==> config.mk <==
export PLATFORM = sky130hd
export DESIGN_NAME = tcp_timer_counter
export DESIGN_NICKNAME = d
export VERILOG_FILES = /design/src/tcp_pkg.sv /design/src/tcp_psc_if.sv /design/src/tcp_prescaler.sv /design/src/tcp_timer_counter.sv
export SDC_FILE = /design/constraint.sdc
export NUM_CORES = 1
export LEC_CHECK = 0
export BUFFER_PORTS_ARGS = -buffer_cell sky130_fd_sc_hd__buf_4
export CELL_PAD_IN_SITES_DETAIL_PLACEMENT = 1
export CELL_PAD_IN_SITES_GLOBAL_PLACEMENT = 2
export CORE_MARGIN = 3
export CORE_UTILIZATION = 31
export CTS_CLUSTER_DIAMETER = 100
export CTS_CLUSTER_SIZE = 20
export DETAILED_ROUTE_END_ITERATION = 10
export HOLD_SLACK_MARGIN = 0.12
export PLACE_DENSITY = 0.77
export SLEW_MARGIN = 10
export SYNTH_ARGS = -nofsm -noshare
export SYNTH_HDL_FRONTEND = slang
export SYNTH_SLANG_ARGS = --single-unit
==> constraint.sdc <==
create_clock -name core_clk_i -period 2.6 [get_ports core_clk_i]
set_clock_uncertainty 0.1 [all_clocks]
set_input_delay 0.52 -clock core_clk_i [delete_from_list [all_inputs] [get_ports core_clk_i]]
set_output_delay 0.52 -clock core_clk_i [all_outputs]
set_load 0.05 [all_outputs]
==> src/tcp_pkg.sv <==
package tcp_pkg;

  // ----------------------------------------------------------------
  // register map (word aligned, low byte lane carries the data)
  // ----------------------------------------------------------------
  localparam int ADDR_W = 4;
  localparam logic [ADDR_W-1:0] ADDR_COUNT_LOW = 4'h0;
  localparam logic [ADDR_W-1:0] ADDR_COUNT_HIGH_BUF = 4'h4;
  localparam logic [ADDR_W-1:0] ADDR_INT_CTRL = 4'h8;
  localparam logic [ADDR_W-1:0] ADDR_TIMER_CTRL = 4'hC;

  // ----------------------------------------------------------------
  // field positions
  // ----------------------------------------------------------------
  localparam int TC_RUN_BIT = 7;
  localparam int TC_WIDTH_BIT = 6;
  localparam int TC_SRC_BIT = 5;
  localparam int TC_EDGE_BIT = 4;
  localparam int TC_BYPASS_BIT = 3;
  localparam int TC_RATIO_LSB = 0;
  localparam int IC_IRQ_EN_BIT = 5;
  localparam int IC_FLAG_BIT = 2;

  // ----------------------------------------------------------------
  // reset values and timing counts
  // ----------------------------------------------------------------
  localparam logic [7:0] TIMER_CTRL_RESET = 8'hFF;
  localparam logic [7:0] COUNT_RESET = 8'h00;
  localparam int INSTR_DIV = 4;
  localparam logic [1:0] INHIBIT_CYCLES = 2'h2;
  localparam logic [1:0] RESP_OKAY = 2'h0;
  localparam logic [1:0] RESP_SLVERR = 2'h2;

  // low n+1 bits set: prescaler terminal pattern for ratio code n
  function automatic logic [7:0] tcp_psc_mask(input logic [2:0] ratio);
    tcp_psc_mask = 8'hFF >> (3'h7 - ratio);
  endfunction : tcp_psc_mask

endpackage : tcp_pkg

==> src/tcp_psc_if.sv <==
interface tcp_psc_if;
  logic src_event;
  logic clear;
  logic bypass;
  logic [2:0] ratio;
  logic tick;

  modport core (output src_event, output clear, output bypass, output ratio, input tick);
  modport psc (input src_event, input clear, input bypass, input ratio, output tick);
endinterface : tcp_psc_if

==> src/tcp_prescaler.sv <==
module tcp_prescaler (
  input wire logic core_clk_i,
  input wire logic rst_i,
  tcp_psc_if.psc psc_if
);
  import tcp_pkg::*;

  logic [7:0] psc_cnt;
  logic [7:0] mask;

  // ----------------------------------------------------------------
  // hidden 8-bit divider, never visible to software
  // ----------------------------------------------------------------
  always_ff @(posedge core_clk_i) begin
    if (rst_i || psc_if.clear) begin
      psc_cnt <= 8'h00;
    end else if (psc_if.src_event) begin
      psc_cnt <= psc_cnt + 8'h01;
    end
  end

  // ratio and bypass are read live, so reassignment needs no stop
  assign mask = tcp_psc_mask(psc_if.ratio);
  assign psc_if.tick = psc_if.src_event && !psc_if.clear &&
                       (psc_if.bypass || ((psc_cnt & mask) == mask));
endmodule : tcp_prescaler

==> src/tcp_timer_counter.sv <==
// What this block does
// - source select 0: count instruction cycles or prescaler
// - count write blocks counting two instruction cycles
// - source select 1: pin edges, edge bit picks
// - pin synchronised before use, adds latency
// - 16-bit low read copies upper into buffer
// - upper byte reached only through buffer
// - low write loads upper from buffer together
// - reset: running, 8-bit, pin, prescaler bypassed
// - prescaler is hidden 8-bit counter
// - bypass 0: prescaler ratios 1:2 to 1:256
// - count write clears prescaler when assigned, keeps assignment
// - assignment may change while counter runs
// - flag set on FFh or FFFFh rollover
// - request raised only while enable set
// - sleep stops the counter entirely
// - run bit starts and stops, count kept
// - width bit 1 is 8-bit, 0 16-bit
// - bypass 1: one step per source event
module tcp_timer_counter (
  input wire logic core_clk_i,
  input wire logic rst_i,
  // axi4-lite write address
  input wire logic s_axi_awvalid_i,
  output logic s_axi_awready_o,
  input wire logic [tcp_pkg::ADDR_W-1:0] s_axi_awaddr_i,
  // axi4-lite write data
  input wire logic s_axi_wvalid_i,
  output logic s_axi_wready_o,
  input wire logic [31:0] s_axi_wdata_i,
  input wire logic [3:0] s_axi_wstrb_i,
  // axi4-lite write response
  output logic s_axi_bvalid_o,
  input wire logic s_axi_bready_i,
  output logic [1:0] s_axi_bresp_o,
  // axi4-lite read address
  input wire logic s_axi_arvalid_i,
  output logic s_axi_arready_o,
  input wire logic [tcp_pkg::ADDR_W-1:0] s_axi_araddr_i,
  // axi4-lite read data
  output logic s_axi_rvalid_o,
  input wire logic s_axi_rready_i,
  output logic [31:0] s_axi_rdata_o,
  output logic [1:0] s_axi_rresp_o,
  // device side
  input wire logic ext_count_pin_i,
  input wire logic sleep_i,
  output logic overflow_irq_o
);
  import tcp_pkg::*;

  // ----------------------------------------------------------------
  // state
  // ----------------------------------------------------------------
  logic [7:0] timer_control;
  logic [7:0] count_lo;
  logic [7:0] count_hi;
  logic [7:0] count_high_buffer;
  logic overflow_flag;
  logic overflow_irq_enable;
  logic [1:0] inhibit_cnt;
  logic [$clog2(INSTR_DIV)-1:0] div_cnt;
  logic instr_en;
  logic ext_sync1;
  logic ext_sync2;
  logic ext_prev;
  logic edge_rise;
  logic edge_fall;
  logic cnt_step;
  logic ovf_event;

  // bus bookkeeping
  logic aw_held;
  logic w_held;
  logic [ADDR_W-1:0] aw_addr;
  logic [31:0] w_data;
  logic [3:0] w_strb;
  logic wr_fire;
  logic rd_fire;
  logic wr_count_lo;
  logic wr_high_buf;
  logic wr_int_ctrl;
  logic wr_timer_ctrl;
  logic rd_count_lo;

  // control field views
  logic run_control;
  logic width_select;
  logic source_select;
  logic edge_select;
  logic prescaler_bypass;
  logic [2:0] prescale_ratio;

  tcp_psc_if psc_if ();

  assign run_control = timer_control[TC_RUN_BIT];
  assign width_select = timer_control[TC_WIDTH_BIT];
  assign source_select = timer_control[TC_SRC_BIT];
  assign edge_select = timer_control[TC_EDGE_BIT];
  assign prescaler_bypass = timer_control[TC_BYPASS_BIT];
  assign prescale_ratio = timer_control[TC_RATIO_LSB +: 3];

  // word decode shared by both channels; byte bits are ignored
  function automatic logic reg_hit(input logic [ADDR_W-1:0] a,
                                   input logic [ADDR_W-1:0] off);
    reg_hit = (a[ADDR_W-1:2] == off[ADDR_W-1:2]);
  endfunction : reg_hit

  function automatic logic reg_mapped(input logic [ADDR_W-1:0] a);
    reg_mapped = reg_hit(a, ADDR_COUNT_LOW) || reg_hit(a, ADDR_COUNT_HIGH_BUF) ||
                 reg_hit(a, ADDR_INT_CTRL) || reg_hit(a, ADDR_TIMER_CTRL);
  endfunction : reg_mapped

  // ----------------------------------------------------------------
  // write channels: address and data taken in either order
  // ----------------------------------------------------------------
  assign s_axi_awready_o = !aw_held && !s_axi_bvalid_o;
  assign s_axi_wready_o = !w_held && !s_axi_bvalid_o;
  assign wr_fire = aw_held && w_held && !s_axi_bvalid_o;

  // address holding register
  always_ff @(posedge core_clk_i) begin
    if (rst_i) begin
      aw_held <= 1'b0;
      aw_addr <= '0;
    end else if (s_axi_awvalid_i && s_axi_awready_o) begin
      aw_held <= 1'b1;
      aw_addr <= s_axi_awaddr_i;
    end else if (wr_fire) begin
      aw_held <= 1'b0;
    end
  end

  // data holding register
  always_ff @(posedge core_clk_i) begin
    if (rst_i) begin
      w_held <= 1'b0;
      w_data <= '0;
      w_strb <= '0;
    end else if (s_axi_wvalid_i && s_axi_wready_o) begin
      w_held <= 1'b1;
      w_data <= s_axi_wdata_i;
      w_strb <= s_axi_wstrb_i;
    end else if (wr_fire) begin
      w_held <= 1'b0;
    end
  end

  // response one cycle after both halves are in; unmapped gets slverr
  always_ff @(posedge core_clk_i) begin
    if (rst_i) begin
      s_axi_bvalid_o <= 1'b0;
      s_axi_bresp_o <= RESP_OKAY;
    end else if (wr_fire) begin
      s_axi_bvalid_o <= 1'b1;
      s_axi_bresp_o <= reg_mapped(aw_addr) ? RESP_OKAY : RESP_SLVERR;
    end else if (s_axi_bready_i) begin
      s_axi_bvalid_o <= 1'b0;
    end
  end

  // only byte lane 0 carries register bits
  assign wr_count_lo = wr_fire && w_strb[0] && reg_hit(aw_addr, ADDR_COUNT_LOW);
  assign wr_high_buf = wr_fire && w_strb[0] && reg_hit(aw_addr, ADDR_COUNT_HIGH_BUF);
  assign wr_int_ctrl = wr_fire && w_strb[0] && reg_hit(aw_addr, ADDR_INT_CTRL);
  assign wr_timer_ctrl = wr_fire && w_strb[0] && reg_hit(aw_addr, ADDR_TIMER_CTRL);

  // ----------------------------------------------------------------
  // read channel
  // ----------------------------------------------------------------
  assign s_axi_arready_o = !s_axi_rvalid_o;
  assign rd_fire = s_axi_arvalid_i && s_axi_arready_o;
  assign rd_count_lo = rd_fire && reg_hit(s_axi_araddr_i, ADDR_COUNT_LOW);

  // the true upper byte is never muxed out, only its buffer
  always_ff @(posedge core_clk_i) begin
    if (rst_i) begin
      s_axi_rvalid_o <= 1'b0;
      s_axi_rdata_o <= '0;
      s_axi_rresp_o <= RESP_OKAY;
    end else if (rd_fire) begin
      s_axi_rvalid_o <= 1'b1;
      s_axi_rresp_o <= reg_mapped(s_axi_araddr_i) ? RESP_OKAY : RESP_SLVERR;
      s_axi_rdata_o <= 32'h0000_0000;
      if (reg_hit(s_axi_araddr_i, ADDR_COUNT_LOW)) begin
        s_axi_rdata_o[7:0] <= count_lo;
      end else if (reg_hit(s_axi_araddr_i, ADDR_COUNT_HIGH_BUF)) begin
        s_axi_rdata_o[7:0] <= count_high_buffer;
      end else if (reg_hit(s_axi_araddr_i, ADDR_INT_CTRL)) begin
        s_axi_rdata_o[IC_IRQ_EN_BIT] <= overflow_irq_enable;
        s_axi_rdata_o[IC_FLAG_BIT] <= overflow_flag;
      end else if (reg_hit(s_axi_araddr_i, ADDR_TIMER_CTRL)) begin
        s_axi_rdata_o[7:0] <= timer_control;
      end
    end else if (s_axi_rready_i) begin
      s_axi_rvalid_o <= 1'b0;
    end
  end

  // ----------------------------------------------------------------
  // control registers
  // ----------------------------------------------------------------
  always_ff @(posedge core_clk_i) begin
    if (rst_i) begin
      timer_control <= TIMER_CTRL_RESET;
    end else if (wr_timer_ctrl) begin
      timer_control <= w_data[7:0];
    end
  end

  always_ff @(posedge core_clk_i) begin
    if (rst_i) begin
      overflow_irq_enable <= 1'b0;
    end else if (wr_int_ctrl) begin
      overflow_irq_enable <= w_data[IC_IRQ_EN_BIT];
    end
  end

  // a rollover in the clearing cycle wins, so no event is lost
  always_ff @(posedge core_clk_i) begin
    if (rst_i) begin
      overflow_flag <= 1'b0;
    end else if (ovf_event) begin
      overflow_flag <= 1'b1;
    end else if (wr_int_ctrl) begin
      overflow_flag <= w_data[IC_FLAG_BIT];
    end
  end

  // enable only masks the request; the flag keeps setting
  assign overflow_irq_o = overflow_flag && overflow_irq_enable;

  // ----------------------------------------------------------------
  // instruction-cycle enable and pin synchroniser
  // ----------------------------------------------------------------
  always_ff @(posedge core_clk_i) begin
    if (rst_i) begin
      div_cnt <= '0;
    end else if (div_cnt == ($clog2(INSTR_DIV))'(INSTR_DIV - 1)) begin
      div_cnt <= '0;
    end else begin
      div_cnt <= div_cnt + 1'b1;
    end
  end
  assign instr_en = (div_cnt == ($clog2(INSTR_DIV))'(INSTR_DIV - 1));

  // two flops against metastability, a third for edge history
  always_ff @(posedge core_clk_i) begin
    if (rst_i) begin
      ext_sync1 <= 1'b0;
      ext_sync2 <= 1'b0;
      ext_prev <= 1'b0;
    end else begin
      ext_sync1 <= ext_count_pin_i;
      ext_sync2 <= ext_sync1;
      ext_prev <= ext_sync2;
    end
  end
  assign edge_rise = ext_sync2 && !ext_prev;
  assign edge_fall = !ext_sync2 && ext_prev;

  // ----------------------------------------------------------------
  // source selection and prescaler hookup
  // ----------------------------------------------------------------
  assign psc_if.src_event = run_control && !sleep_i &&
                            (source_select ? (edge_select ? edge_fall : edge_rise)
                                           : instr_en);
  assign psc_if.clear = wr_count_lo && !prescaler_bypass;
  assign psc_if.bypass = prescaler_bypass;
  assign psc_if.ratio = prescale_ratio;

  tcp_prescaler u_prescaler (
    .core_clk_i (core_clk_i),
    .rst_i (rst_i),
    .psc_if (psc_if.psc)
  );

  // write inhibit measured in instruction cycles, not core clocks
  always_ff @(posedge core_clk_i) begin
    if (rst_i) begin
      inhibit_cnt <= 2'h0;
    end else if (wr_count_lo) begin
      inhibit_cnt <= INHIBIT_CYCLES;
    end else if (instr_en && inhibit_cnt != 2'h0) begin
      inhibit_cnt <= inhibit_cnt - 2'h1;
    end
  end

  assign cnt_step = psc_if.tick && inhibit_cnt == 2'h0 && !wr_count_lo;
  assign ovf_event = cnt_step && count_lo == 8'hFF &&
                     (width_select || count_hi == 8'hFF);

  // ----------------------------------------------------------------
  // count and high-byte buffer
  // ----------------------------------------------------------------
  // software write beats an increment in the same cycle
  always_ff @(posedge core_clk_i) begin
    if (rst_i) begin
      count_lo <= COUNT_RESET;
      count_hi <= COUNT_RESET;
    end else if (wr_count_lo) begin
      count_lo <= w_data[7:0];
      count_hi <= count_high_buffer;
    end else if (cnt_step) begin
      if (width_select) begin
        count_lo <= count_lo + 8'h01;
      end else begin
        {count_hi, count_lo} <= {count_hi, count_lo} + 16'h0001;
      end
    end
  end

  // buffer write wins over a low-byte read copy in the same cycle
  always_ff @(posedge core_clk_i) begin
    if (rst_i) begin
      count_high_buffer <= COUNT_RESET;
    end else if (wr_high_buf) begin
      count_high_buffer <= w_data[7:0];
    end else if (rd_count_lo && !width_select) begin
      count_high_buffer <= count_hi;
    end
  end
endmodule : tcp_timer_counter

Yosys cells after proc, flatten, opt, wreduce, memory -nomap -nowiden
Index checks and enable logic that the tools add are counted.
Word-level totals
  flip-flop bits (word level): 78
  input port bits: 53
  output and inout port bits: 42
  logic and storage cells: 135
Operators by class
  $add $sub $neg: 6
  equality and inequality tests: 11
  shift operators: 1
  multiplexer cells: 31
  bitwise operators: 1
  reductions and logical operators: 62
Operators with widths (number)
  2-to-1 mux 8 bit: 11
  logical AND 1 bit: 27
  nonzero test 2 bit: 9
  adder 16 x 1 -> 16 bit, second input constant: 1
  adder 8 x 1 -> 8 bit, second input constant: 2
  equality test 8 bit, second input constant: 2
  2-to-1 mux 2 bit: 7
  2-to-1 mux 1 bit: 13
  logical NOT 1 bit: 11
  equality test 2 bit, second input constant: 5
  logical OR 1 bit: 9
  bitwise AND 8 bit: 1
  equality test 8 bit: 1
  >> shifter 8 x 3 -> 8 bit, first input constant: 1
  logical NOT 2 bit: 3
  equality test 2 x 1 -> 1 bit, second input constant: 2
  OR reduction 2 bit: 2
  subtractor 3 bit, first input constant: 1
  adder 2 x 1 -> 2 bit, second input constant: 1
  != test 2 x 1 -> 1 bit, second input constant: 1
  AND reduction 2 bit: 1
  subtractor 2 x 1 -> 2 bit, second input constant: 1

Depth between registers and ports, before layout
Gate-level depths: netlist of the first run.
  depth after elaboration: 13
  mapped depth: 8
  mapped depth without buffers: 7

Cells and area by module
Synthesis of the first run repeated with hierarchy kept, for this count alone.
Unflattened totals
  cells, all modules: 426
  area, all modules: 3587.2 um^2
By module, submodules not included
  tcp_timer_counter: instances 1, cells each 375, area an instance 3168.0 um^2, seq. area each 1321.3 um^2
  tcp_prescaler: instances 1, cells each 51, area an instance 419.2 um^2, seq. area each 160.2 um^2

Worst setup path after synthesis of the first run
No wires, ideal clock.
  path type: register to register
  start point: register s_axi_rvalid_o
  end point: register count_high_buffer[0]
  setup time: 86 ps
  arrival time: 2285 ps
  required time: 2414 ps
  slack: 129 ps
  cell stages (with the launch flop): 6
  path buffers: 0
  period minus slack after synthesis: 2471 ps
  path through: dfxtp_1 -> inv_1 -> nand2_1 -> nor4_2 -> mux2i_1 -> a211oi_1
Between the ends
  word-level cells in the longest chain between the ends: 5
RTL lines
  start: declaration: line tcp_timer_counter.sv:41  | output logic s_axi_rvalid_o,
  start signal: assignment: line tcp_timer_counter.sv:178  | s_axi_rvalid_o <= 1'b0;
  start signal: assignment: line tcp_timer_counter.sv:182  | s_axi_rvalid_o <= 1'b1;
  start signal: assignment: line tcp_timer_counter.sv:196  | s_axi_rvalid_o <= 1'b0;
  logical NOT 1 bit: line tcp_timer_counter.sv:171  | assign s_axi_arready_o = !s_axi_rvalid_o;
  named net s_axi_arready_o: line tcp_timer_counter.sv:38  | output logic s_axi_arready_o,
  logical AND 1 bit: line tcp_timer_counter.sv:172  | assign rd_fire = s_axi_arvalid_i && s_axi_arready_o;
  logical AND 1 bit: line tcp_timer_counter.sv:173  | assign rd_count_lo = rd_fire && reg_hit(s_axi_araddr_i, ADDR_COUNT_LOW);
  logical AND 1 bit: line tcp_timer_counter.sv:319  | end else if (rd_count_lo && !width_select) begin
  nonzero test 2 bit (no line)
  end signal: assignment: line tcp_timer_counter.sv:318  | count_high_buffer <= w_data[7:0];
  end signal: assignment: line tcp_timer_counter.sv:320  | count_high_buffer <= count_hi;
  end: declaration: line tcp_timer_counter.sv:58  | logic [7:0] count_high_buffer;
The timed path passes the listed nets, and every way through them passes these cells.
A chain may end at the register's enable or synchronous reset.

Worst setup path after layout of the first run
  start point: register div_cnt[0]
  end point: register count_hi[2]
Between the ends
  word-level cells in the longest chain between the ends: 9
RTL lines
  start: declaration: line tcp_timer_counter.sv:62  | logic [$clog2(INSTR_DIV)-1:0] div_cnt;
  start signal: assignment: line tcp_timer_counter.sv:242  | div_cnt <= div_cnt + 1'b1;
  equality test 2 bit: line tcp_timer_counter.sv:245  | assign instr_en = (div_cnt == ($clog2(INSTR_DIV))'(INSTR_DIV - 1));
  2-to-1 mux 1 bit: line tcp_timer_counter.sv:266  | (source_select ? (edge_select ? edge_fall : edge_rise)
  logical AND 1 bit: line tcp_timer_counter.sv:265  | assign psc_if.src_event = run_control && !sleep_i &&
  logical AND 1 bit (2 in a row): line tcp_prescaler.sv:24  | assign psc_if.tick = psc_if.src_event && !psc_if.clear &&
  logical AND 1 bit (2 in a row): line tcp_timer_counter.sv:289  | assign cnt_step = psc_if.tick && inhibit_cnt == 2'h0 && !wr_count_lo;
  nonzero test 2 bit (no line)
  AND reduction 2 bit (no line)
  end signal: assignment: line tcp_timer_counter.sv:303  | count_hi <= count_high_buffer;
  end signal: assignment: line tcp_timer_counter.sv:308  | {count_hi, count_lo} <= {count_hi, count_lo} + 16'h0001;
  end: declaration: line tcp_timer_counter.sv:57  | logic [7:0] count_hi;
No other way between the ends.

==> results of run 1 <==
==> power by group through the flow <==
stage | Combinational, W | Sequential (W) | Clock (W)
6_report | 0.000335 | 0.00122 | 0.00114
5_1_grt | 0.000363 | 0.00123 | 0.00121
4_1_cts | 0.000338 | 0.00122 | 0.00118
3_5_place_dp | 0.000337 | 0.00125 | 0
3_3_place_gp | 0.000331 | 0.00124 | 0
2_1_floorplan | 0.000248 | 0.00127 | 0
==> sequential cells by signal, indices dropped and copies added (netlist names), 2 cells and up <==
name                 count
count_lo                 8
count_high_buffer        8
aw_addr                  2
count_hi                 8
u_prescaler.psc_cnt      8
w_data                   8
s_axi_rdata_o            8
timer_control            8
div_cnt                  2
inhibit_cnt              2
==> through the flow <==
step	power (W)	hold slack [ns]	utilization	worst slack, ns
after floorplan	0.00151	0.304	-	0.129
after CTS	0.00274	0.246	0.385	0.138
after global placement	0.00157	0.313	0.361	0.0800
after global routing	0.00280	0.271	0.387	0.0155
after detailed placement	0.00158	0.323	0.361	0.0526
final	0.00269	0.262	0.387	0.183
==> worst max path at each step <==
stage,start,end,cells past startpoint
global route,div_cnt[0],count_hi[6],8
global placement,sleep_i,count_hi[6],7
finish,div_cnt[0],count_hi[2],8
floorplan,s_axi_rvalid_o,count_high_buffer[0],5
detailed placement,sleep_i,count_hi[6],7
CTS,div_cnt[0],count_hi[6],8
==> timing repair <==
item,CTS,global route
setup buffers,0,1
setup endpoints to repair,0,3
gates resized for setup,0,1
==> cells by family after synthesis <==
group,after synthesis,share of synthesized area
fa+ha+maj,4,0.0138
simple gates,190,0.273
buf+inv,52,0.0808
xor+xnor,14,0.0337
compound gates,66,0.120
other cells,1,0.00103
flops,74,0.407
mux,23,0.0702
==> cell usage after synthesis, types with 6 or more instances <==
master                     instances
sky130_fd_sc_hd__nor2_1           52
sky130_fd_sc_hd__a211oi_1         22
sky130_fd_sc_hd__o21ai_0           8
sky130_fd_sc_hd__buf_4            26
sky130_fd_sc_hd__or3_1             6
sky130_fd_sc_hd__nand2_1          50
sky130_fd_sc_hd__xor2_1           10
sky130_fd_sc_hd__nor3_1           11
sky130_fd_sc_hd__inv_1             7
sky130_fd_sc_hd__nor2b_1           8
sky130_fd_sc_hd__dfxtp_1          74
sky130_fd_sc_hd__nand4_1          10
sky130_fd_sc_hd__nand2b_1          6
sky130_fd_sc_hd__mux2i_1          21
sky130_fd_sc_hd__nand3_1           9
sky130_fd_sc_hd__nand3b_1         10
sky130_fd_sc_hd__clkbuf_1         18
sky130_fd_sc_hd__and3_1            6
sky130_fd_sc_hd__a21oi_1          21
==> metal layers <==
| metal | track usage | vias up |
|---|---|---|
| met3 | 0.0328 | 11 |
| met2 | 0.251 | 63 |
| met4 | 0.0554 | 0 |
| li1 | - | 1525 |
| met5 | 0 | - |
| met1 | 0.208 | 1454 |
==> placed cells by master, fill, tap and decap left out, drive strengths merged, types with 2 or more instances in the layout <==
cell type,n
or3,6
nand2b,6
dfxtp,74
nor2b,8
a211oi,22
nand4b,2
buf,54
nand3b,10
a311oi,5
nor3b,4
mux2i,21
nand4,10
ha,4
a21oi,21
nand3,9
clkinv,4
a41o,2
nand2,50
and2,5
conb,26
o21ai,8
nor3,11
xor2,10
and3,7
mux4,2
xnor2,4
nor2,52
inv,7
nor4,2
clkbuf,10
o22ai,2
==> final cells by class <==
cell class / instances / area [sq um] / share of cell area
Inverter: 7 / 26.3 / 0.00608
Multi-Input combinational cell: 323 / 1960 / 0.454
Clock buffer: 10 / 239 / 0.0553
Timing Repair Buffer: 54 / 405 / 0.0939
Sequential cell: 74 / 1480 / 0.343
Tap cell: 140 / 175 / 0.0406
Clock inverter: 5 / 31.3 / 0.00724
==> flow_results.org, run 1 <==
** Route
- For this block, the routed nets add up to 9.67 mm of wire.
- After detailed routing, the average wire length per cell comes to 15.8 um.
- Count of antenna-violating nets left after detailed routing :: 0
- Detailed routing placed a total of 4.43 mm of wire on met2.
- Detailed routing placed a total of 393 um of wire on met3.
- DR top layer :: met4
- Total routed wire length on the met1 layer :: approximately 4.7 mm
- The first detailed-routing pass took 4 iterations.
- Detailed-route DRC error count :: 0
- In this run, the number of DRC markers left after iteration 0 of detailed routing was 111.
- Via density :: 4.98
- Via count :: approximately 3,000

** Timing
- Timing-limited maximum frequency :: 414 MHz
- Tcrit/Tclk final :: 0.930
- Total Neg Setup Slack :: 0 ns
- The total count of max-transition violations in the final report came to 0.
- Setup violations remaining at the end of the flow were counted as 0.
- Setup repair after global routing left no endpoint under its margin.
- Final critical delay including setup and external delays :: ~2.4 ns
- Total count of hold-check failures in the final report :: 0
- For the pin with the worst max-slew slack, the measured transition is 0.714 ns.
- In this run the tightest slew margin relative to its limit is 0.522.

** Cells and area
- Once layout is complete, the cells apart from fillers number 613.
- Layout cells sized above 1 :: 0.167
- Post-layout net count :: approximately 530
- Signed area change from the synthesized netlist to the final layout :: 18.7%
- Area of all placed cells without fillers :: 0.00432 sq mm
- Number of inserted diodes :: 0
- The filler cells instantiated in the layout total between 1,000 and 1,500.

** Synth
- Count of synthesis-stage warnings from yosys :: 0
- Leading area contributor after synthesis :: sky130_fd_sc_hd__dfxtp_1
- Proportion of synthesized flip-flops having asynchronous set or reset :: 0
- Mean area per synthesized cell :: roughly 8.6 sq um
- For this run, the register share of the synthesized area comes to 0.407.
- In this run, synthesis produced a sequential element count of 74.
- The mapped netlist covers 0.00364 sq mm.
- The most used flip-flop cell after synthesis is sky130_fd_sc_hd__dfxtp_1.
- After synthesis, the cell types taking the most area are sky130_fd_sc_hd__dfxtp_1, sky130_fd_sc_hd__mux2i_1, sky130_fd_sc_hd__buf_4, sky130_fd_sc_hd__nor2_1, sky130_fd_sc_hd__nand2_1.
- Syn Inst Count :: 424
- Count of cell types in the netlist :: 47
- The share of synthesized area in the top cell type comes to 0.407.
- Counting flops with a built-in enable in the synthesized netlist gives 0.

** Clock network
- Clock sink count :: 74
- Worst-skew pair later-pin latency :: around 0.33 ns
- TritonCTS built the clock tree.
- Post-CTS clock slew at the launch and capture registers of the worst setup and hold paths :: 0.06 ns
- Root buf cell :: sky130_fd_sc_hd__clkbuf_16
- # H-tree levels :: 3
- Total clock buffers created by CTS :: 9
- Max Root-Sink Buffers :: 2
- For this design, the CTS-stage hold fixing added 0 buffers.

** Place
- Routability-driven placement finished with a final weighted congestion of 0.785.
- Counting tap cells, the placed design contains a total of just under 600 instances.
- HPWL reported at the end of detailed placement :: slightly above 7 mm
- The count of buffers added on input and output ports is 37.
- Placed cell areas :: 0.00404 sq mm

** Critical path
- The largest single stage delay on the critical path is between 0.5 and 0.6 ns.
- Startpoint type of the worst setup path :: register
- Walking the worst path, the cells encountered are ha_1 -> nor2_1 -> or4bb_1 -> nor4_4 -> buf_4 -> nand4_1 -> or3_1 -> a311oi_1.
- Endpoint type of the worst setup path :: register
- At the worst endpoint, the arrival time is 2.56 ns.
- The largest individual stage delay along the critical path comes from the cell sky130_fd_sc_hd__or4bb_1.
- The worst register-to-register path begins at div_cnt[0].
- The critical path in this run is classified as reg2reg.
- Kind of cell adding the most delay to the critical path :: simple AND/OR/NAND/NOR gates
- Maximum fanout count along the critical path :: 5
- Crit path required time :: 2.74 ns
- Number of cells on the worst reg-to-reg path :: 8
- Number of buffer and inverter stages on the critical path :: 1
- Worst reg2reg setup slack :: roughly 0.18 ns
- R2R Path End :: count_hi[2]

** Floorplanning
- The core region is 0.0112 sq mm.
- Die boundary height :: 114 um
- The initialized floorplan defines 38 standard-cell rows.
- The die is 114 um wide.
- Initial standard-cell utilization of the core :: 0.326
- Boundary pin count :: 95
- Area of the die :: about 0.013 sq mm

** Pwr
- Leak :: 1.76 nW
- Summed over all nets, the switching power comes to 0.000753 W.
- Part of the total power dissipated in the clock network :: 0.422
- The share of total power dissipated in sequential elements is 0.454.
- Switching power share of the total :: 0.280
- Internal portion of total power :: 0.00194 W
- Worst IR drop on VDD :: 0.264 mV
- Logic pwr share :: 0.124
- Areal power density over the cells :: 623 mW/mm^2

** Worst hold path
- Hold wc startpoint :: s_axi_rready_i
- Worst min path class :: in2reg
- Worst hold path stage count :: 2
- Destination of the worst hold path :: s_axi_rvalid_o

** Global route
- In the global route stage, overall resource usage came out at 0.156.
- Entering global routing, the biggest net connects 33 pins.
- Number of antenna violations at the first check in global routing :: 0
- The number of global-route vias before repair came to ~3,100.
- The total overflow left after global routing is 0.
- First-pass GRT wire length :: 16.2 mm

** Flow run
- Across the run, the number of max-cap violations was 0.

** Status
- Outcome :: complete, no violations
Power figures use the tool's default switching activity.
==> run 2, diff against run 1 <==
--- a/config.mk
+++ b/config.mk
@@ -6,6 +6,7 @@
 export NUM_CORES = 1
 export LEC_CHECK = 0
 export BUFFER_PORTS_ARGS = -buffer_cell sky130_fd_sc_hd__buf_4
+export CAP_MARGIN = 20
 export CELL_PAD_IN_SITES_DETAIL_PLACEMENT = 1
 export CELL_PAD_IN_SITES_GLOBAL_PLACEMENT = 2
 export CORE_MARGIN = 3
@@ -14,7 +15,7 @@
 export CTS_CLUSTER_SIZE = 20
 export DETAILED_ROUTE_END_ITERATION = 10
 export HOLD_SLACK_MARGIN = 0.12
-export PLACE_DENSITY = 0.77
+export PLACE_DENSITY = 0.82
 export SLEW_MARGIN = 10
 export SYNTH_ARGS = -nofsm -noshare
 export SYNTH_HDL_FRONTEND = slang
==> flow_results.org, run 2 (synthesis gave the netlist of run 1 again) <==
** Timing
- Hold slack :: 0.266 ns
- For the pin with the worst max-slew slack, the measured transition is 0.733 ns.
- Final critical delay including setup and external delays :: 2.50 ns
- Total count of hold-check failures in the final report :: 0
- Tcrit/Tclk final :: 0.960
- The total count of max-transition violations in the final report came to 0.
- Summed over all failing endpoints, the final setup total negative slack is 0 ns.
- Slew Limit Headroom :: 0.510
- Setup repair after global routing could not meet its margin everywhere.
- Setup violations remaining at the end of the flow were counted as 0.
- Timing-limited maximum frequency :: 401 MHz

** Flow run
- Max capacitance violation total :: 0

** Global route
- Number of antenna violations at the first check in global routing :: 0
- The total overflow left after global routing is 0.
- The first global-routing pass estimated 16.1 mm of wire.
- Aggregate global-route resource usage :: 0.156
- The number of global-route vias before repair is 3,148.
- Largest net degree at the start of global routing :: 33

** Floorplanning
- The floorplan step defined a core boundary enclosing 0.0112 sq mm.
- The initial utilization of the core area, before any placement, comes to 0.326.
- Overall die width :: 114 um
- Boundary pin count :: 95
- The die is 114 um tall.
- Area of the die :: about 0.013 sq mm
- The floorplan has 38 rows.

** Pwr
- For this design the ratio of total power to cell area is 666 mW/mm^2.
- Leak :: 1.77 nW
- Worst IR drop on VDD :: 0.323 mV

** Cells and area
- Multi-input gate area in the final layout :: 0.00196 sq mm
- Summing all flip-flop and latch instances after layout gives between 0.001 and 0.0015 sq mm.
- Of the cells placed in the final design, the portion with a size suffix greater than 1 is 0.159.
- The filler cells instantiated in the layout total 1,328.
- Commonest non-fill, non-tap cell in the layout :: sky130_fd_sc_hd__dfxtp_1
- The area growth from synthesis to layout is 19.4%.
- The finished cells cover 0.00434 sq mm.
- Number of inserted diodes :: 0
- Most used cells in the layout excluding fill and tap cells :: sky130_fd_sc_hd__dfxtp_1, sky130_fd_sc_hd__nor2_1, sky130_fd_sc_hd__buf_4, sky130_fd_sc_hd__nand2_1, sky130_fd_sc_hd__conb_1
- At the end of the flow, the number of nets in the layout was roughly 520.

** Critical path
- Worst reg2reg setup slack :: 0.10 ns
- Maximum fanout count along the critical path :: 5
- Crit path required time :: around 2.8 ns
- The critical path goes through ha_1 -> nor2_1 -> or4bb_1 -> nor4_4 -> nand3_1 -> or4_1 -> a21oi_1.
- Counting cells, the worst reg-to-reg path comes to 7.
- Number of buffer and inverter stages on the critical path :: 0
- STA classifies the critical path endpoint as a register.
- Reg-to-reg critical path startpoint :: div_cnt[0]
- Kind of cell adding the most delay to the critical path :: simple AND/OR/NAND/NOR gates
- In this run the critical register-to-register path is captured at overflow_flag.
- The slowest stage of the critical path belongs to the cell sky130_fd_sc_hd__or4_1.
- Worst Setup Path Type :: reg2reg
- Worst path max stage delay :: 0.54 ns
- Data arrival time at the worst-slack endpoint :: 2.65 ns
- STA classifies the critical path startpoint as a register.

** Route
- Drt first-iter violations :: 114
- Via count :: ~3,100
- Count of antenna-violating nets left after detailed routing :: 0
- Dividing the detail-routed wire length by the instance count gives ~16 um.
- Routed WL :: a little under 10 mm
- In the routed design, unresolved DRC markers number 0.
- Count of TritonRoute iterations in the first routing pass :: 4
- Dividing the detail-routed via count by the number of cells gives 5.09.

** Place
- HPWL reported at the end of detailed placement :: 7.29 mm
- Final RePlAce weighted congestion :: 0.819
- In this run the tool buffered the top-level ports with 37 buffer cells.
- Placed cell areas :: just over 0.004 sq mm

** Clock network
- The clock drives 74 sinks.
- Worst-skew pair later-pin latency :: 0.33 ns
- Counting along the longest clock path gives a buffer depth of 2.
- The number of hold buffers added after CTS was 0.
- The H-tree generated during clock tree synthesis spans 3 levels.
- Clock-pin slew was measured on the worst setup and hold paths at 0.06 ns.
- Setup repair bufs after CTS :: 0
- The number of gates resized after CTS was 0.
- TritonCTS clock tree :: built
- Root buf cell :: sky130_fd_sc_hd__clkbuf_16
- Counting the buffers created by CTS gives 9.

** Worst hold path
- Counting instances, the worst hold path has a depth of 2.
- The path class of the tightest hold or removal check is in2reg.
- Hold wc startpoint :: s_axi_rready_i
- Destination of the worst hold path :: s_axi_rvalid_o

** Status
- The flow ran to the end, and the final reports show no timing, DRC or antenna violations.
==> run 2: layout make-up <==
type                            count  share of cell area
Clock buffer                       11              0.0559
Clock inverter                      5              0.0179
Inverter                            7             0.00605
Multi-Input combinational cell    323               0.450
Sequential cell                    74               0.341
Tap cell                          140              0.0403
Timing Repair Buffer               51              0.0882
==> run 2: per-stage QoR <==
step                std cells   util  setup slack (ns)  power, W
finish                    611  0.389             0.104   0.00289
global route              611  0.389           -0.0322   0.00301
CTS                       611  0.389            0.0641   0.00293
detailed placement        595  0.360           -0.0217   0.00158
global placement          595  0.360            0.0439   0.00157
floorplan                 449      -             0.129   0.00151
==> run 2: routing by layer <==
metal  wire length, um  part of all wire  vias up  track usage
met2              4580              0.47       64        0.253
met5                 0                 0        -            0
met3               384             0.039       11       0.0322
li1                  -                 -     1520            -
met4               136             0.014        0       0.0515
met1              4660              0.48     1515        0.208
==> run 2: worst max-delay path by stage <==
stage	from	endpoint	cells after the start
3_3_place_gp	sleep_i	count_hi[6]	6
4_1_cts	div_cnt[0]	overflow_flag	7
5_1_grt	div_cnt[0]	overflow_flag	7
2_1_floorplan	s_axi_rvalid_o	count_high_buffer[0]	5
6_report	div_cnt[0]	overflow_flag	7
3_5_place_dp	sleep_i	overflow_flag	6
==> run 2: where the power goes <==
part           total [W]  internal (W)  switching (W)
clock            0.00134      0.000863       0.000474
combinational   0.000335      0.000100       0.000235
sequential       0.00122       0.00117      0.0000464
==> run 3, diff against run 2 <==
--- a/config.mk
+++ b/config.mk
@@ -15,6 +15,7 @@
 export CTS_CLUSTER_SIZE = 20
 export DETAILED_ROUTE_END_ITERATION = 10
 export HOLD_SLACK_MARGIN = 0.12
+export MAX_ROUTING_LAYER = met4
 export PLACE_DENSITY = 0.82
 export SLEW_MARGIN = 10
 export SYNTH_ARGS = -nofsm -noshare
==> flow_results.org, run 3 (synthesis gave the netlist of run 1 again) <==
** Flow run
- Max-cap violations in this run came to 0.

** Global route
- Number of antenna violations at the first check in global routing :: 0
- Via count of the first global-routing pass :: 3,141
- For this run, the total global-route usage over all layers was measured as 0.161.
- Largest net degree at the start of global routing :: 33
- Global route total overflow :: 0
- First-pass GRT wire length :: 16.2 mm

** Clock network
- The clock passes through at most 2 buffers.
- Root buf cell :: sky130_fd_sc_hd__clkbuf_16
- In this run, post-CTS hold repair placed 0 buffers.
- Clock sink count :: 74
- In this run the post-CTS setup repair buffer count came out at 0.
- TritonCTS clock tree :: built
- Post-CTS clock slew at the launch and capture registers of the worst setup and hold paths :: 0.06 ns
- The clock reaches the later pin of the worst-skew pair after 0.33 ns.
- # H-tree levels :: 3
- Clock tree synthesis inserted a total of 9 buffers.
- Post-cts resize count :: 0

** Pwr
- Worst IR drop on VDD :: 0.323 mV
- The analysis attributes to cell leakage a power of 1.77 nW.
- For this design the ratio of total power to cell area is 667 mW/mm^2.

** Status
- Outcome :: complete, no violations

** Timing
- Timing would allow up to 401 MHz.
- Final critical delay including setup and external delays :: 2.50 ns
- Least setup slack across all paths after layout :: 0.104 ns
- Tcrit/Tclk final :: 0.960
- Setup repair after global routing could not meet its margin everywhere.
- Across all hold checks on the routed design, the worst slack comes to between 0.2 and 0.3 ns.
- Measured against its own limit, the worst slew margin works out to 0.520.
- Final setup violation count :: 0
- At the pin with the least slew margin, the transition time is 0.717 ns.
- The total count of max-transition violations in the final report is 0.
- Total count of hold-check failures in the final report :: 0

** Floorplanning
- Area of the die :: 0.0131 sq mm
- The floorplan has 38 rows.
- Overall die width :: 114 um
- Placeable core region :: 0.0112 sq mm
- Die boundary height :: 114 um
- Boundary pin count :: 95
- For this configuration, the core starts out at a cell density of 0.326.

** Cells and area
- Number of inserted diodes :: 0
- The finished cells cover 0.00434 sq mm.
- The filler cells instantiated in the layout total 1,328.
- Signed area change from the synthesized netlist to the final layout :: 19.4%
- The library cell used most frequently in the layout, excluding fill and tap cells, is sky130_fd_sc_hd__dfxtp_1.
- In the final design database the tool counted 523 nets.
- Of the cells placed in the final design, the portion with a size suffix greater than 1 is 0.159.
- Most used cells in the layout excluding fill and tap cells :: sky130_fd_sc_hd__dfxtp_1, sky130_fd_sc_hd__nor2_1, sky130_fd_sc_hd__buf_4, sky130_fd_sc_hd__nand2_1, sky130_fd_sc_hd__conb_1

** Place
- Timing analysis after detailed placement gives a worst setup slack of -0.0217 ns.
- # port buffers :: 37
- Final RePlAce weighted congestion :: 0.831
- HPWL reported at the end of detailed placement :: 7.29 mm
- Placed cell areas :: 0.00402 sq mm

** Route
- Using the TritonRoute via totals, the vias-per-cell ratio works out to 5.09.
- Once detail routing completed, the nets flagged for antenna violations numbered 0.
- After the first detailed-routing iteration, the DRC count stood at around 120.
- The routed design has ~9.8 mm of wire.
- For this run, design rule violations remaining after detail routing come to 0.
- Wire length per cell after detailed routing :: 16.0 um
- The first detailed-routing pass took 4 iterations.
- Via count :: 3,111

** Critical path
- Traced cell by cell, the critical path runs through ha_1 -> nor2_1 -> or4bb_1 -> nor4_4 -> nand3_1 -> or4_1 -> a21oi_1.
- Critical path's slowest cell :: sky130_fd_sc_hd__or4_1
- Of all nets on the critical path, the largest fanout is 5.
- Worst path max stage delay :: 0.54 ns
- Data arrival time at the worst-slack endpoint :: 2.65 ns
- Worst Setup Path Type :: reg2reg
- Startpoint type of the worst setup path :: register
- Crit path required time :: roughly 2.8 ns
- Endpoint type of the worst setup path :: register

** Worst hold path
- Worst min path class :: in2reg
run 3: cell counts in the layout (fill, tap and decap cells not counted):
Identical to the previous run, type by type.
run 3: power by group:
group	total, W	switching (W)	internal, W
registers	0.00122	0.0000458	0.00117
clock network	0.00134	0.000475	0.000863
logic	0.000336	0.000236	0.000100
total	0.00289	0.000756	0.00214
run 3: layer usage:
metal	vias to the layer above	global-route usage	part of all wire
met2	65	0.252	0.47
met4	0	0.0515	0.015
met3	13	0.0312	0.041
li1	1526	-	-
met5	-	-	0
met1	1507	0.210	0.48
run 3: cell type report:
type,count,area [sq um],area share
flip-flops and latches,74,1480,0.341
well taps,140,175,0.0403
multi-input cells,323,1960,0.450
clock buffers,11,243,0.0559
inverters,7,26.3,0.00605
clock inverters,5,77.6,0.0179
repair buffers,51,383,0.0882
run 3: path summary, 6_finish.rpt:
check | from | endpoint | slack, ns | cells after the start
worst max-delay path | div_cnt[0] | overflow_flag | 0.10 | 7
worst min-delay path | s_axi_rready_i | s_axi_rvalid_o | 0.27 | 2
worst max register to register | div_cnt[0] | overflow_flag | 0.10 | 7
worst min register to register | div_cnt[0] | div_cnt[0] | 0.33 | 1
run 3: stage by stage:
step,std cells,power (W),utilization,TNS (ns)
floorplan,449,0.00151,-,0
global placement,595,0.00157,0.360,0
detailed placement,595,0.00158,0.360,-0.0217
CTS,611,0.00293,0.389,0
global route,611,0.00301,0.389,-0.0539
finish,611,0.00289,0.389,0
run 3: worst max-delay path: cells and delay by family, from the launching register on:
kind	cells	cell delay, ns
adder cells (fa/ha/maj)	1	0.18
AO/OA/AOI/OAI	1	0.15
AND/OR/NAND/NOR	5	1.66
flip-flops	1	0.33
